### config.mk
export PLATFORM = sky130hd
export DESIGN_NAME = ddl_lookup
export DESIGN_NICKNAME = d
export VERILOG_FILES = /design/src/logic/ddl_pkg.sv /design/src/logic/ddl_lookup.sv
export SDC_FILE = /design/constraint.sdc
export NUM_CORES = 1
export LEC_CHECK = 0
export BUFFER_PORTS_ARGS = -buffer_cell sky130_fd_sc_hd__buf_2
export CORE_MARGIN = 5
export CORE_UTILIZATION = 57
export DETAILED_ROUTE_END_ITERATION = 10
export PLACE_DENSITY = 0.86
export RECOVER_POWER = 25
export SYNTH_ARGS = -nofsm -noshare
export SYNTH_HDL_FRONTEND = slang
export SYNTH_SLANG_ARGS = --single-unit
### constraint.sdc
create_clock -name clk -period 6.3 [get_ports clk]
set_input_delay 1.26 -clock clk [delete_from_list [all_inputs] [get_ports clk]]
set_output_delay 1.26 -clock clk [all_outputs]
set_load 0.1 [all_outputs]
### src/logic/ddl_pkg.sv
// constants shared by the device-to-domain lookup block
`default_nettype none
package ddl_pkg;
   // register byte offsets
   localparam logic [7:0] DDL_OFS_ROOT_LO = 8'h00;
   localparam logic [7:0] DDL_OFS_ROOT_HI = 8'h04;
   localparam logic [7:0] DDL_OFS_CMD = 8'h08;
   localparam logic [7:0] DDL_OFS_ECAP = 8'h0C;
   localparam logic [7:0] DDL_OFS_STATUS = 8'h10;
   localparam logic [31:0] DDL_RST_ROOT_LO = 32'h0000_0000;
   localparam logic [31:0] DDL_RST_ROOT_HI = 32'h0000_0000;
   // fields of the root pointer low word
   localparam int DDL_ROOT_MODE_LSB = 10;
   localparam int DDL_ROOT_BASE_LSB = 12;
   localparam int DDL_CMD_SET_ROOT_BIT = 0;
   // table_mode_field encodings
   localparam logic [1:0] DDL_MODE_LEGACY = 2'h0;
   localparam logic [1:0] DDL_MODE_SCALABLE = 2'h1;
   localparam logic [1:0] DDL_MODE_ABORT = 2'h3;
   // extended_capability_register bits and reported support
   localparam int DDL_ECAP_OLD_EXT_BIT = 24;
   localparam int DDL_ECAP_SCAL_BIT = 0;
   localparam int DDL_ECAP_ABORT_BIT = 1;
   localparam int DDL_ECAP_DEFID_BIT = 2;
   localparam logic DDL_SCAL_SUP = 1'b1;
   localparam logic DDL_ABORT_SUP = 1'b1;
   localparam logic DDL_DEFID_SUP = 1'b1;
   // entry size as a shift: 16, 16, 32, 8 and 64 bytes
   localparam int DDL_SH_ROOT = 4;
   localparam int DDL_SH_LCTX = 4;
   localparam int DDL_SH_SCTX = 5;
   localparam int DDL_SH_PDIR = 3;
   localparam int DDL_SH_PTBL = 6;
   // entry field positions within the first 128 bits fetched
   localparam int DDL_E_PRES = 0;
   localparam int DDL_E_PTR_LSB = 12;
   localparam int DDL_E_UPTR_LSB = 76;
   localparam int DDL_E_UPRES = 64;
   localparam int DDL_E_DID_LSB = 72;
   localparam int DDL_E_DEFID_LSB = 64;
   localparam int DDL_E_TYPE_LSB = 6;
   localparam int DDL_E_PDID_LSB = 64;
   // space_translation_type codes
   localparam logic [2:0] DDL_TT_FIRST = 3'h1;
   localparam logic [2:0] DDL_TT_SECOND = 3'h2;
   localparam logic [2:0] DDL_TT_NESTED = 3'h3;
   localparam logic [2:0] DDL_TT_PASS = 3'h4;
   localparam logic [1:0] DDL_RESP_OKAY = 2'h0;
   localparam logic [1:0] DDL_RESP_SLVERR = 2'h2;
   typedef enum logic [5:0] {
      DDL_ST_IDLE = 6'h01,
      DDL_ST_ROOT = 6'h02,
      DDL_ST_CTX = 6'h04,
      DDL_ST_PDIR = 6'h08,
      DDL_ST_PTBL = 6'h10,
      DDL_ST_DONE = 6'h20
   } ddl_state_e;
endpackage : ddl_pkg
`default_nettype wire

### src/logic/ddl_lookup.sv
// device-to-domain table walk with its AXI4-Lite register slave
`timescale 1ns/1ns
`default_nettype none
// What this block does
// - originator identity is the requester number taken from each inbound request.
// - table mode 00b makes the root pointer a legacy root table base.
// - the root table is 4 KByte with 256 entries, one per bus.
// - the root entry is chosen by the bus number, upper eight identity bits.
// - in legacy mode the root entry points to the bus's context table.
// - legacy context table of 256 entries indexed by device and function bits.
// - with scalable support and mode 01b the root table is scalable format.
// - each scalable root entry holds a lower and an upper context pointer.
// - devices 0-15 use the lower table, devices 16-31 the upper one.
// - requests without space id use the context default, or 0 if unsupported.
// - space id bits 19:6 index the directory found from the context entry.
// - a present directory entry gives the table indexed by id bits 5:0.
// - the table entry gives translation type and both stage pointers.
// - extended capability bit 24 always reads zero.
// - abort mode with support aborts every request without any table read.
// - with alternative routing, device bits extend the function number.
module ddl_lookup
   import ddl_pkg::*;
(
   input wire logic clk, // 250 MHz
   input wire logic resetn, // synchronous, active low
   input wire logic [7:0] s_axi_awaddr, // write address
   input wire logic s_axi_awvalid, // write address valid
   output logic s_axi_awready, // write address taken
   input wire logic [31:0] s_axi_wdata, // write data
   input wire logic [3:0] s_axi_wstrb, // byte enables
   input wire logic s_axi_wvalid, // write data valid
   output logic s_axi_wready, // write data taken
   output logic [1:0] s_axi_bresp, // write response
   output logic s_axi_bvalid, // write response valid
   input wire logic s_axi_bready, // write response taken
   input wire logic [7:0] s_axi_araddr, // read address
   input wire logic s_axi_arvalid, // read address valid
   output logic s_axi_arready, // read address taken
   output logic [31:0] s_axi_rdata, // read data
   output logic [1:0] s_axi_rresp, // read response
   output logic s_axi_rvalid, // read data valid
   input wire logic s_axi_rready, // read data taken
   input wire logic req_valid, // inbound request present
   output logic req_ready, // lookup idle, request taken
   input wire logic [15:0] req_sid, // requester number bus:dev:fn
   input wire logic req_has_pasid, // request carries a space id
   input wire logic [19:0] req_pasid, // carried space id
   input wire logic req_ari, // requester uses alternative routing
   output logic mem_rd_valid, // table entry fetch request
   input wire logic mem_rd_ready, // fetch request taken
   output logic [63:0] mem_rd_addr, // fetch byte address
   input wire logic mem_rsp_valid, // fetched data present
   input wire logic [127:0] mem_rsp_data, // first 128 bits of the entry
   output logic res_valid, // one-cycle result pulse
   output logic res_abort, // request aborted
   output logic [2:0] res_type, // space_translation_type
   output logic [51:0] res_fs_ptr, // first-stage structure page
   output logic [51:0] res_ss_ptr, // second-stage structure page
   output logic [15:0] res_did, // domain identifier
   output logic [19:0] res_pasid, // space id used
   output logic [4:0] res_dev, // device number as interpreted
   output logic [7:0] res_fn // function number as interpreted
);
   // ------------------------------------------------------------------
   // register file
   // ------------------------------------------------------------------
   logic [31:0] root_lo_r;
   logic [31:0] root_hi_r;
   logic [51:0] act_base_r;
   logic [1:0] act_mode_r;
   logic rp_set_r;
   logic [31:0] ecap_w;
   logic [31:0] rd_word;
   logic wr_go;
   logic [15:0] sid_r;
   logic [19:0] pasid_r;
   logic has_pasid_r;
   ddl_state_e st_r;
   // capability word; the obsolete extended mode bit is wired low
   always_comb begin
      ecap_w = 32'h0000_0000;
      ecap_w[DDL_ECAP_SCAL_BIT] = DDL_SCAL_SUP;
      ecap_w[DDL_ECAP_ABORT_BIT] = DDL_ABORT_SUP;
      ecap_w[DDL_ECAP_DEFID_BIT] = DDL_DEFID_SUP;
      ecap_w[DDL_ECAP_OLD_EXT_BIT] = 1'b0;
   end
   // both write channels are taken in the same cycle, one write at a time
   assign wr_go = s_axi_awvalid & s_axi_wvalid & ~s_axi_awready & ~s_axi_bvalid;
   always_ff @(posedge clk) begin
      if (!resetn) begin
         s_axi_awready <= 1'b0;
         s_axi_wready <= 1'b0;
         s_axi_bvalid <= 1'b0;
         s_axi_bresp <= DDL_RESP_OKAY;
      end else begin
         s_axi_awready <= wr_go;
         s_axi_wready <= wr_go;
         if (s_axi_awready) begin
            s_axi_bvalid <= 1'b1;
            s_axi_bresp <= (s_axi_awaddr > DDL_OFS_STATUS) ? DDL_RESP_SLVERR : DDL_RESP_OKAY;
         end else if (s_axi_bready) begin
            s_axi_bvalid <= 1'b0;
         end
      end
   end
   // pointer words honour byte enables; the staged pointer only takes effect on a
   // set-root-pointer command, so a half-written pointer never steers a walk
   always_ff @(posedge clk) begin
      if (!resetn) begin
         root_lo_r <= DDL_RST_ROOT_LO;
         root_hi_r <= DDL_RST_ROOT_HI;
         act_base_r <= 52'h0_0000_0000_0000;
         act_mode_r <= DDL_MODE_LEGACY;
         rp_set_r <= 1'b0;
      end else if (s_axi_awready) begin
         for (int b = 0; b < 4; b++) begin
            if (s_axi_wstrb[b] && s_axi_awaddr == DDL_OFS_ROOT_LO)
               root_lo_r[b*8 +: 8] <= s_axi_wdata[b*8 +: 8];
            if (s_axi_wstrb[b] && s_axi_awaddr == DDL_OFS_ROOT_HI)
               root_hi_r[b*8 +: 8] <= s_axi_wdata[b*8 +: 8];
         end
         if (s_axi_awaddr == DDL_OFS_CMD && s_axi_wstrb[0] && s_axi_wdata[DDL_CMD_SET_ROOT_BIT]) begin
            act_base_r <= {root_hi_r, root_lo_r[31:DDL_ROOT_BASE_LSB]};
            act_mode_r <= root_lo_r[DDL_ROOT_MODE_LSB +: 2];
            rp_set_r <= 1'b1;
         end
      end
   end
   // read mux; unmapped offsets answer SLVERR with zero data
   always_comb begin
      rd_word = 32'h0000_0000;
      unique case (s_axi_araddr)
         DDL_OFS_ROOT_LO: rd_word = root_lo_r;
         DDL_OFS_ROOT_HI: rd_word = root_hi_r;
         DDL_OFS_ECAP: rd_word = ecap_w;
         DDL_OFS_STATUS: rd_word = {27'h000_0000, act_mode_r, rp_set_r, 1'b0, st_r == DDL_ST_IDLE};
         default: rd_word = 32'h0000_0000;
      endcase
   end

   always_ff @(posedge clk) begin
      if (!resetn) begin
         s_axi_arready <= 1'b0;
         s_axi_rvalid <= 1'b0;
         s_axi_rdata <= 32'h0000_0000;
         s_axi_rresp <= DDL_RESP_OKAY;
      end else begin
         s_axi_arready <= s_axi_arvalid & ~s_axi_arready & ~s_axi_rvalid;
         if (s_axi_arready) begin
            s_axi_rvalid <= 1'b1;
            s_axi_rdata <= rd_word;
            s_axi_rresp <= (s_axi_araddr > DDL_OFS_STATUS || s_axi_araddr[1:0] != 2'h0 ||
                            s_axi_araddr == DDL_OFS_CMD) ? DDL_RESP_SLVERR : DDL_RESP_OKAY;
         end else if (s_axi_rready) begin
            s_axi_rvalid <= 1'b0;
         end
      end
   end

   // ------------------------------------------------------------------
   // table walk
   // ------------------------------------------------------------------
   logic req_go;
   logic scal_mode;
   logic [127:0] d;
   assign req_go = req_valid & req_ready;
   assign scal_mode = (act_mode_r == DDL_MODE_SCALABLE) & DDL_SCAL_SUP;
   assign d = mem_rsp_data;
   // fetch address: aligned base plus index scaled by entry size
   function automatic logic [63:0] ddl_ent(input logic [51:0] base, input logic [7:0] idx,
                                           input int sh);
      ddl_ent = {base, 12'h000} + 64'(({56'h0, idx}) << sh);
   endfunction : ddl_ent

   // the walk goes one table at a time; a not-present entry ends it in abort
   always_ff @(posedge clk) begin
      if (!resetn) begin
         st_r <= DDL_ST_IDLE;
         req_ready <= 1'b0;
         mem_rd_valid <= 1'b0;
         mem_rd_addr <= 64'h0000_0000_0000_0000;
         res_valid <= 1'b0;
         res_abort <= 1'b0;
         res_type <= 3'h0;
         res_fs_ptr <= 52'h0_0000_0000_0000;
         res_ss_ptr <= 52'h0_0000_0000_0000;
         res_did <= 16'h0000;
         res_pasid <= 20'h0_0000;
         sid_r <= 16'h0000;
         pasid_r <= 20'h0_0000;
         has_pasid_r <= 1'b0;
      end else begin
         res_valid <= 1'b0;
         if (mem_rd_valid && mem_rd_ready)
            mem_rd_valid <= 1'b0;
         unique case (st_r)
            DDL_ST_IDLE: begin
               req_ready <= 1'b1;
               if (req_go) begin
                  req_ready <= 1'b0;
                  sid_r <= req_sid;
                  pasid_r <= req_pasid;
                  has_pasid_r <= req_has_pasid;
                  res_abort <= 1'b0;
                  res_type <= 3'h0;
                  res_fs_ptr <= 52'h0_0000_0000_0000;
                  res_ss_ptr <= 52'h0_0000_0000_0000;
                  res_did <= 16'h0000;
                  res_pasid <= req_has_pasid ? req_pasid : 20'h0_0000;
                  if (act_mode_r == DDL_MODE_LEGACY || scal_mode) begin
                     st_r <= DDL_ST_ROOT;
                     mem_rd_valid <= 1'b1;
                     mem_rd_addr <= ddl_ent(act_base_r, req_sid[15:8], DDL_SH_ROOT);
                  end else begin
                     // abort mode, or a mode this unit does not offer: no table read
                     st_r <= DDL_ST_DONE;
                     res_abort <= 1'b1;
                  end
               end
            end
            DDL_ST_ROOT: if (mem_rsp_valid) begin
               mem_rd_valid <= 1'b1;
               st_r <= DDL_ST_CTX;
               if (!scal_mode) begin
                  mem_rd_addr <= ddl_ent(d[63:12], sid_r[7:0], DDL_SH_LCTX);
                  if (!d[DDL_E_PRES]) begin
                     mem_rd_valid <= 1'b0;
                     res_abort <= 1'b1;
                     st_r <= DDL_ST_DONE;
                  end
               end else begin
                  // device bit 4 picks the upper 128-entry table
                  mem_rd_addr <= ddl_ent(sid_r[7] ? d[127:DDL_E_UPTR_LSB] : d[63:DDL_E_PTR_LSB],
                                         {1'b0, sid_r[6:0]}, DDL_SH_SCTX);
                  if (!(sid_r[7] ? d[DDL_E_UPRES] : d[DDL_E_PRES])) begin
                     mem_rd_valid <= 1'b0;
                     res_abort <= 1'b1;
                     st_r <= DDL_ST_DONE;
                  end
               end
            end
            DDL_ST_CTX: if (mem_rsp_valid) begin
               if (!d[DDL_E_PRES]) begin
                  res_abort <= 1'b1;
                  st_r <= DDL_ST_DONE;
               end else if (!scal_mode) begin
                  res_type <= DDL_TT_SECOND;
                  res_ss_ptr <= d[63:DDL_E_PTR_LSB];
                  res_did <= d[DDL_E_DID_LSB +: 16];
                  st_r <= DDL_ST_DONE;
               end else begin
                  if (!has_pasid_r) begin
                     pasid_r <= DDL_DEFID_SUP ? d[DDL_E_DEFID_LSB +: 20] : 20'h0_0000;
                     res_pasid <= DDL_DEFID_SUP ? d[DDL_E_DEFID_LSB +: 20] : 20'h0_0000;
                  end
                  mem_rd_valid <= 1'b1;
                  mem_rd_addr <= {d[63:DDL_E_PTR_LSB], 12'h000} + 64'({has_pasid_r ?
                     pasid_r[19:6] : (DDL_DEFID_SUP ? d[DDL_E_DEFID_LSB + 6 +: 14] : 14'h0000),
                     3'h0});
                  st_r <= DDL_ST_PDIR;
               end
            end
            DDL_ST_PDIR: if (mem_rsp_valid) begin
               if (!d[DDL_E_PRES]) begin
                  res_abort <= 1'b1;
                  st_r <= DDL_ST_DONE;
               end else begin
                  mem_rd_valid <= 1'b1;
                  mem_rd_addr <= ddl_ent(d[63:DDL_E_PTR_LSB], {2'h0, pasid_r[5:0]},
                                         DDL_SH_PTBL);
                  st_r <= DDL_ST_PTBL;
               end
            end
            DDL_ST_PTBL: if (mem_rsp_valid) begin
               res_abort <= ~d[DDL_E_PRES];
               res_type <= d[DDL_E_TYPE_LSB +: 3];
               res_ss_ptr <= d[63:DDL_E_PTR_LSB];
               res_fs_ptr <= d[127:DDL_E_UPTR_LSB];
               res_did <= d[DDL_E_PDID_LSB +: 16];
               st_r <= DDL_ST_DONE;
            end
            DDL_ST_DONE: begin
               res_valid <= 1'b1;
               st_r <= DDL_ST_IDLE;
            end
         endcase
      end
   end

   // device and function as the requester means them
   always_ff @(posedge clk) begin
      if (!resetn) begin
         res_dev <= 5'h00;
         res_fn <= 8'h00;
      end else if (req_go) begin
         res_dev <= req_ari ? 5'h00 : req_sid[7:3];
         res_fn <= req_ari ? req_sid[7:0] : {5'h00, req_sid[2:0]};
      end
   end
endmodule : ddl_lookup
`default_nettype wire

* Word level (Yosys, flattened, before mapping) *
Cells that the tools add are included.

cells by class
  multiplexer cells = 88
  add/sub/neg operators = 5
  equal/unequal tests = 26
  reduce and logical (&&, ||, !) cells = 42
  bitwise operators = 11
  order comparisons = 2

operators with widths
  cell                                                 count
  two-way mux 64 bit                                   9
  two-way mux 52 bit                                   7
  adder 64 x 12 -> 64 bit                              4
  case mux 64 bit (4 select lines)                     1
  case mux 52 bit (3 select lines)                     1
  two-way mux 20 bit                                   7
  case mux 32 bit (4 select lines)                     1
  case mux 52 bit (2 select lines)                     1
  two-way mux 16 bit                                   5
  case mux 20 bit (2 select lines)                     2
  two-way mux 6 bit                                    12
  adder 64 x 17 -> 64 bit                              1
  case mux 16 bit (3 select lines)                     1
  case mux 6 bit (6 select lines)                      1
  two-way mux 1 bit                                    27
  equality test 8 x 4 -> 1 bit, second input constant  3
  inequality test 2 bit, second input constant         10
  AND reduction 2 bit                                  10
  AND reduction 6 bit                                  3
  equality test 8 x 3 -> 1 bit, second input constant  2
  > comparator 8 x 5 -> 1 bit, second input constant   2
  zero test 8 bit                                      2
  two-way mux 3 bit                                    5
  two-way mux 14 bit                                   1
  27 further kinds                                     56

word-level totals
  logic and storage cells = 208
  output and inout port bits = 265
  flip-flop bits (word level) = 418

* Depth between registers and ports, before layout *
  depth in word-level cells = 6
  gate-level depth with buffers = 12

* Worst setup path after synthesis *
No wires, ideal clock.

  path type = in2reg
  start point = in mem_rsp_data[79]
  end point = reg mem_rd_addr[60]
  library setup time = 122 ps
  setup slack = 2792 ps
  stages on the path = 10
  path buffers = 1
  arrival = 3386 ps
  cells stage by stage = mux2_2 -> ha_1 -> fa_1 -> a21oi_1 -> o21ai_0 -> nand4b_1 -> clkbuf_1 -> nor3_1 -> mux2i_1 -> a221o_1

on the way
  longest elaborated chain between the ends = 6
  elaborated cells between the ends (all ways) = 10
  those cells by class = add/sub (2); mux (8)

ends and longest elaborated chain
  what                                  line               source
  from (decl)                           ddl_lookup.sv:53   input wire logic [127:0] mem_rsp_data,
  two-way mux 14 bit                    ddl_lookup.sv:257  mem_rd_addr <= {d[63:DDL_E_PTR_LSB], 12'h000} + 64'({has_pasid_r ?
  adder 64 x 17 -> 64 bit               ddl_lookup.sv:257
  two-way mux 64 bit                    ddl_lookup.sv:246  end else if (!scal_mode) begin
  two-way mux 64 bit                    ddl_lookup.sv:243  if (!d[DDL_E_PRES]) begin
  two-way mux 64 bit                    ddl_lookup.sv:242  DDL_ST_CTX: if (mem_rsp_valid) begin
  case mux 64 bit (4 select lines) (*)  ddl_lookup.sv:196  unique case (st_r)
  to (signal assigned)                  ddl_lookup.sv:213  mem_rd_addr <= ddl_ent(act_base_r, req_sid[15:8], DDL_SH_ROOT);
  to (signal assigned)                  ddl_lookup.sv:257
  to (signal assigned)                  ddl_lookup.sv:269  mem_rd_addr <= ddl_ent(d[63:DDL_E_PTR_LSB], {2'h0, pasid_r[5:0]},
  to (decl)                             ddl_lookup.sv:51   output logic [63:0] mem_rd_addr,

Every way passes the cells marked *; elsewhere a longest branch is shown, timed or not. The select of a mux whose other input is x is not followed.
A chain may end at the register's enable or synchronous reset.

==> reports/results.ini <==
[clock_tree]
htree_levels = 2
cts_sinks = 413
clockRootBuffer = clkbuf_16
postCtsSetupRepairBufs = 0
post_cts_resized = 0
path_clk_slew_ns = 0.06
clk_latency_ns = 0.55
clockBufferDepth = 3
ctsHoldBuffers = 0
cts_tree = yes
cts_made_buffers = 42

[logic_synthesis]
synthFlopType = dfxtp_1
synth_top_cell_area_share = 0.451
ys_types = 83
async_reset_ff_frac = 0
syn_area_um2 = 18400
yosysTopAreaCell = dfxtp_1
yosysSeqAreaShare = 0.451
ys_warn_count = 0
ys_top_cells_by_area = dfxtp_1 45%, nand2_1 7.4%, mux2i_1 6.4%
synth_seq_cells = 413
synth_enable_flop_cells = 0
syn_area_per_cell_um2 = 8.45
netlist_instances = 2171

[detailed_routing]
drt_wl_total_um = 69100
vias_per_cell = 6.46
route.detailed.drc = 0
drt_iter0_drc = 2767
first_pass_iters = 7
wire_per_inst_um = 23.2
vias = 19200
ant_nets = 0

[finish]
multi_input_area_um2 = 9270
nFillCells = 2592
drive_gt1_frac = 0.178
nets = 2766
fin_util = 0.691
stdcell_area_um2 = 21900
regArea_um2 = 8270
area_delta_synth_final_pct = 19.1

[timing]
setup_slack_ns = 1.94
rsz0062_at_grt = no
relSlewSlack = -0.667
fin_tns_setup_ns = 0
worst_slew_pin_slew_ns = 2.50
fin_skew_ns = 0.0210
finalSetupViolCount = 0
maxSlewViolCount = 76
finalHoldViolCount = 0
fin_crit_sh = 0.691
max_freq_mhz = 230
period_needed_ns = 4.36

[worst_setup_path]
path_cells = clkbuf_1 -> clkbuf_1 -> nand2_1 -> nor3_1 -> nand2b_1 -> o21ai_0
cp-startpoint = resetn
required_ns = 6.75
cp-end-kind = register
cp-start-kind = input pin
worst_path_largest_cell_delay_ns = 1.60
cp.buffers_inverters = 2
slowest_stage = clkbuf_1
critPathMaxFanout = 39
crit_top_cell = clkbuf_1
reg2reg_from = has_pasid_r
path_class = input pin to register
cpLargestDelayFamily = buffers and inverters
cp.arrival_ns = 4.80

[power_and_ir_drop]
leakagePower_nw = 8.56
clkPwrFrac = 0.290
total_power_mw = 8.47
comb_power_share = 0.361
switchingPower_mw = 3.70
seq_power_share = 0.349
vdd_drop_max_mv = 0.250
power.internal_mw = 4.78
powerDensity_nw_per_um2 = 388
p_sw_frac = 0.436

[global_route]
overflow = 0
grt_pass1_wl_um = 104000
grt_max_degree = 155
antenna_found_initial = 12
grt_pass1_vias = 18000
grt_use_total = 0.362

[placement]
place_area_um2 = 20700
port_buffers = 479
hpwl_um = 49700
post-place-ws_ns = 1.74
globalplace.congestion = 1.01

[floorplanning]
ios = 493
placementRows = 65
die_w_um = 189
die_h_um = 189
coreArea_um2 = 31600
start_util = 0.580
dieArea_um2 = 35900

[worst_hold_path]
hp-class = register to register
min-delay-start = res_ss_ptr[8]

[run]
cap_violations = 2

[outcome]
violations = capacitance limit, slew limit
status = complete, but fails checks

[power by group through the flow]
stage	logic, mW	clock network (mW)	registers [mW]
after global routing	3.18	2.59	2.97
final	3.06	2.46	2.96
after detailed placement	3.01	0	3.00
after CTS	3.02	2.47	2.95
after global placement	2.97	0	2.99
after floorplan	1.13	0	4.11
[worst paths after layout]
check	to	slack, ns	cells after the start
hold reg to reg	res_ss_ptr[8]	0.45	2
hold / removal	res_ss_ptr[8]	0.45	2
setup reg to reg	mem_rd_addr[44]	2.34	9
setup / recovery	s_axi_rdata[31]	1.94	6
[state kept, by name, summed over array words and instances (netlist names), 16 cells and up]
name,count
act_base_r,52
root_lo_r,32
pasid_r,20
res_did,16
s_axi_rdata,32
res_pasid,20
res_fs_ptr,52
mem_rd_addr,61
root_hi_r,32
res_ss_ptr,52
[logic make-up (layout without fill, tap and decap cells)]
kind of cell	Yosys count	count (layout)	share of synthesized area
AND/OR/NAND/NOR	833	833	0.206
AO/OA/AOI/OAI	572	572	0.214
flip-flops	413	413	0.451
buffers and inverters	202	591	0.0470
multiplexers	124	124	0.0680
XOR/XNOR	20	20	0.00955
adder cells (fa/ha/maj)	6	6	0.00450
other	1	16	0.000204
[through the flow]
step                      std cells  hold WS (ns)
after floorplan                2175         0.431
after global placement         2890         0.424
after detailed placement       2890         0.435
after CTS                      2966         0.451
after global routing           2976         0.466
final                          2977         0.451
[routing by layer]
metal  vias to the layer above  part of all wire  global-route usage
li1                       8586                 -                   -
met1                      9116              0.38               0.483
met2                      1295              0.45               0.569
met3                       232              0.12              0.0831
met4                         4             0.047               0.148
met5                         -           0.00067                   0
[placed cells by master (no fill, tap or decap), drive strengths merged, types with 8 or more instances in the layout]
cell type	n
dfxtp	413
nand2	363
buf	343
nor2	233
clkbuf	218
a21oi	172
mux2i	118
nand3	100
o21ai	94
a22oi	58
a311oi	54
a221oi	46
o211ai	25
nor4	19
nor3	17
nand4	17
a211oi	16
inv	16
xnor2	14
a31oi	12
diode	11
nand2b	11
and2	11
clkinv	11
and4	10
o31a	10
or4	10
a222oi	9
a32o	9
and3	8
[area by class of cell]
type	instances	area share
antenna	11	0.00126
clock buffer	60	0.0562
clock inverter	16	0.00670
inverter	14	0.00275
multi-input combinational	1560	0.424
sequential	413	0.378
tap	402	0.0230
timing repair buffer	501	0.108
[worst register-to-register path: stages, from the launching register on]
cell	delay, ns
dfxtp_1	0.96
mux2_2	0.43
ha_1	0.36
a21oi_1	0.13
o21ai_0	0.20
buf_4	0.23
nand4b_1	0.57
o31a_1	0.47
o21ai_0	0.32
a221oi_1	0.15
[synth_stat cells (all sizes together) (4+ instances only)]
| cell type | count |
|---|---|
| a221o | 7 |
| and3 | 8 |
| nor2b | 4 |
| mux2i | 118 |
| a21oi | 172 |
| nand3b | 7 |
| a31oi | 12 |
| xnor2 | 14 |
| a222oi | 9 |
| a2111oi | 7 |
| o31ai | 5 |
| inv | 14 |
| a21o | 7 |
| o211ai | 25 |
| nor4 | 19 |
| dfxtp | 413 |
| o21ai | 94 |
| a211oi | 16 |
| o22ai | 7 |
| a32o | 9 |
| or4 | 10 |
| o211a | 4 |
| o2111ai | 5 |
| and4 | 10 |
| ha | 5 |
| a311oi | 54 |
| nand4 | 17 |
| mux2 | 6 |
| a22o | 7 |
| nand2b | 11 |
| nand4b | 5 |
| or3 | 7 |
| buf | 63 |
| o31a | 10 |
| nand3 | 100 |
| xor2 | 6 |
| nand2 | 363 |
| a22oi | 58 |
| o2111a | 4 |
| a221oi | 46 |
| clkbuf | 125 |
| and2 | 11 |
| nor2 | 233 |
| nor3 | 17 |
(Power assumes the default switching activity.)
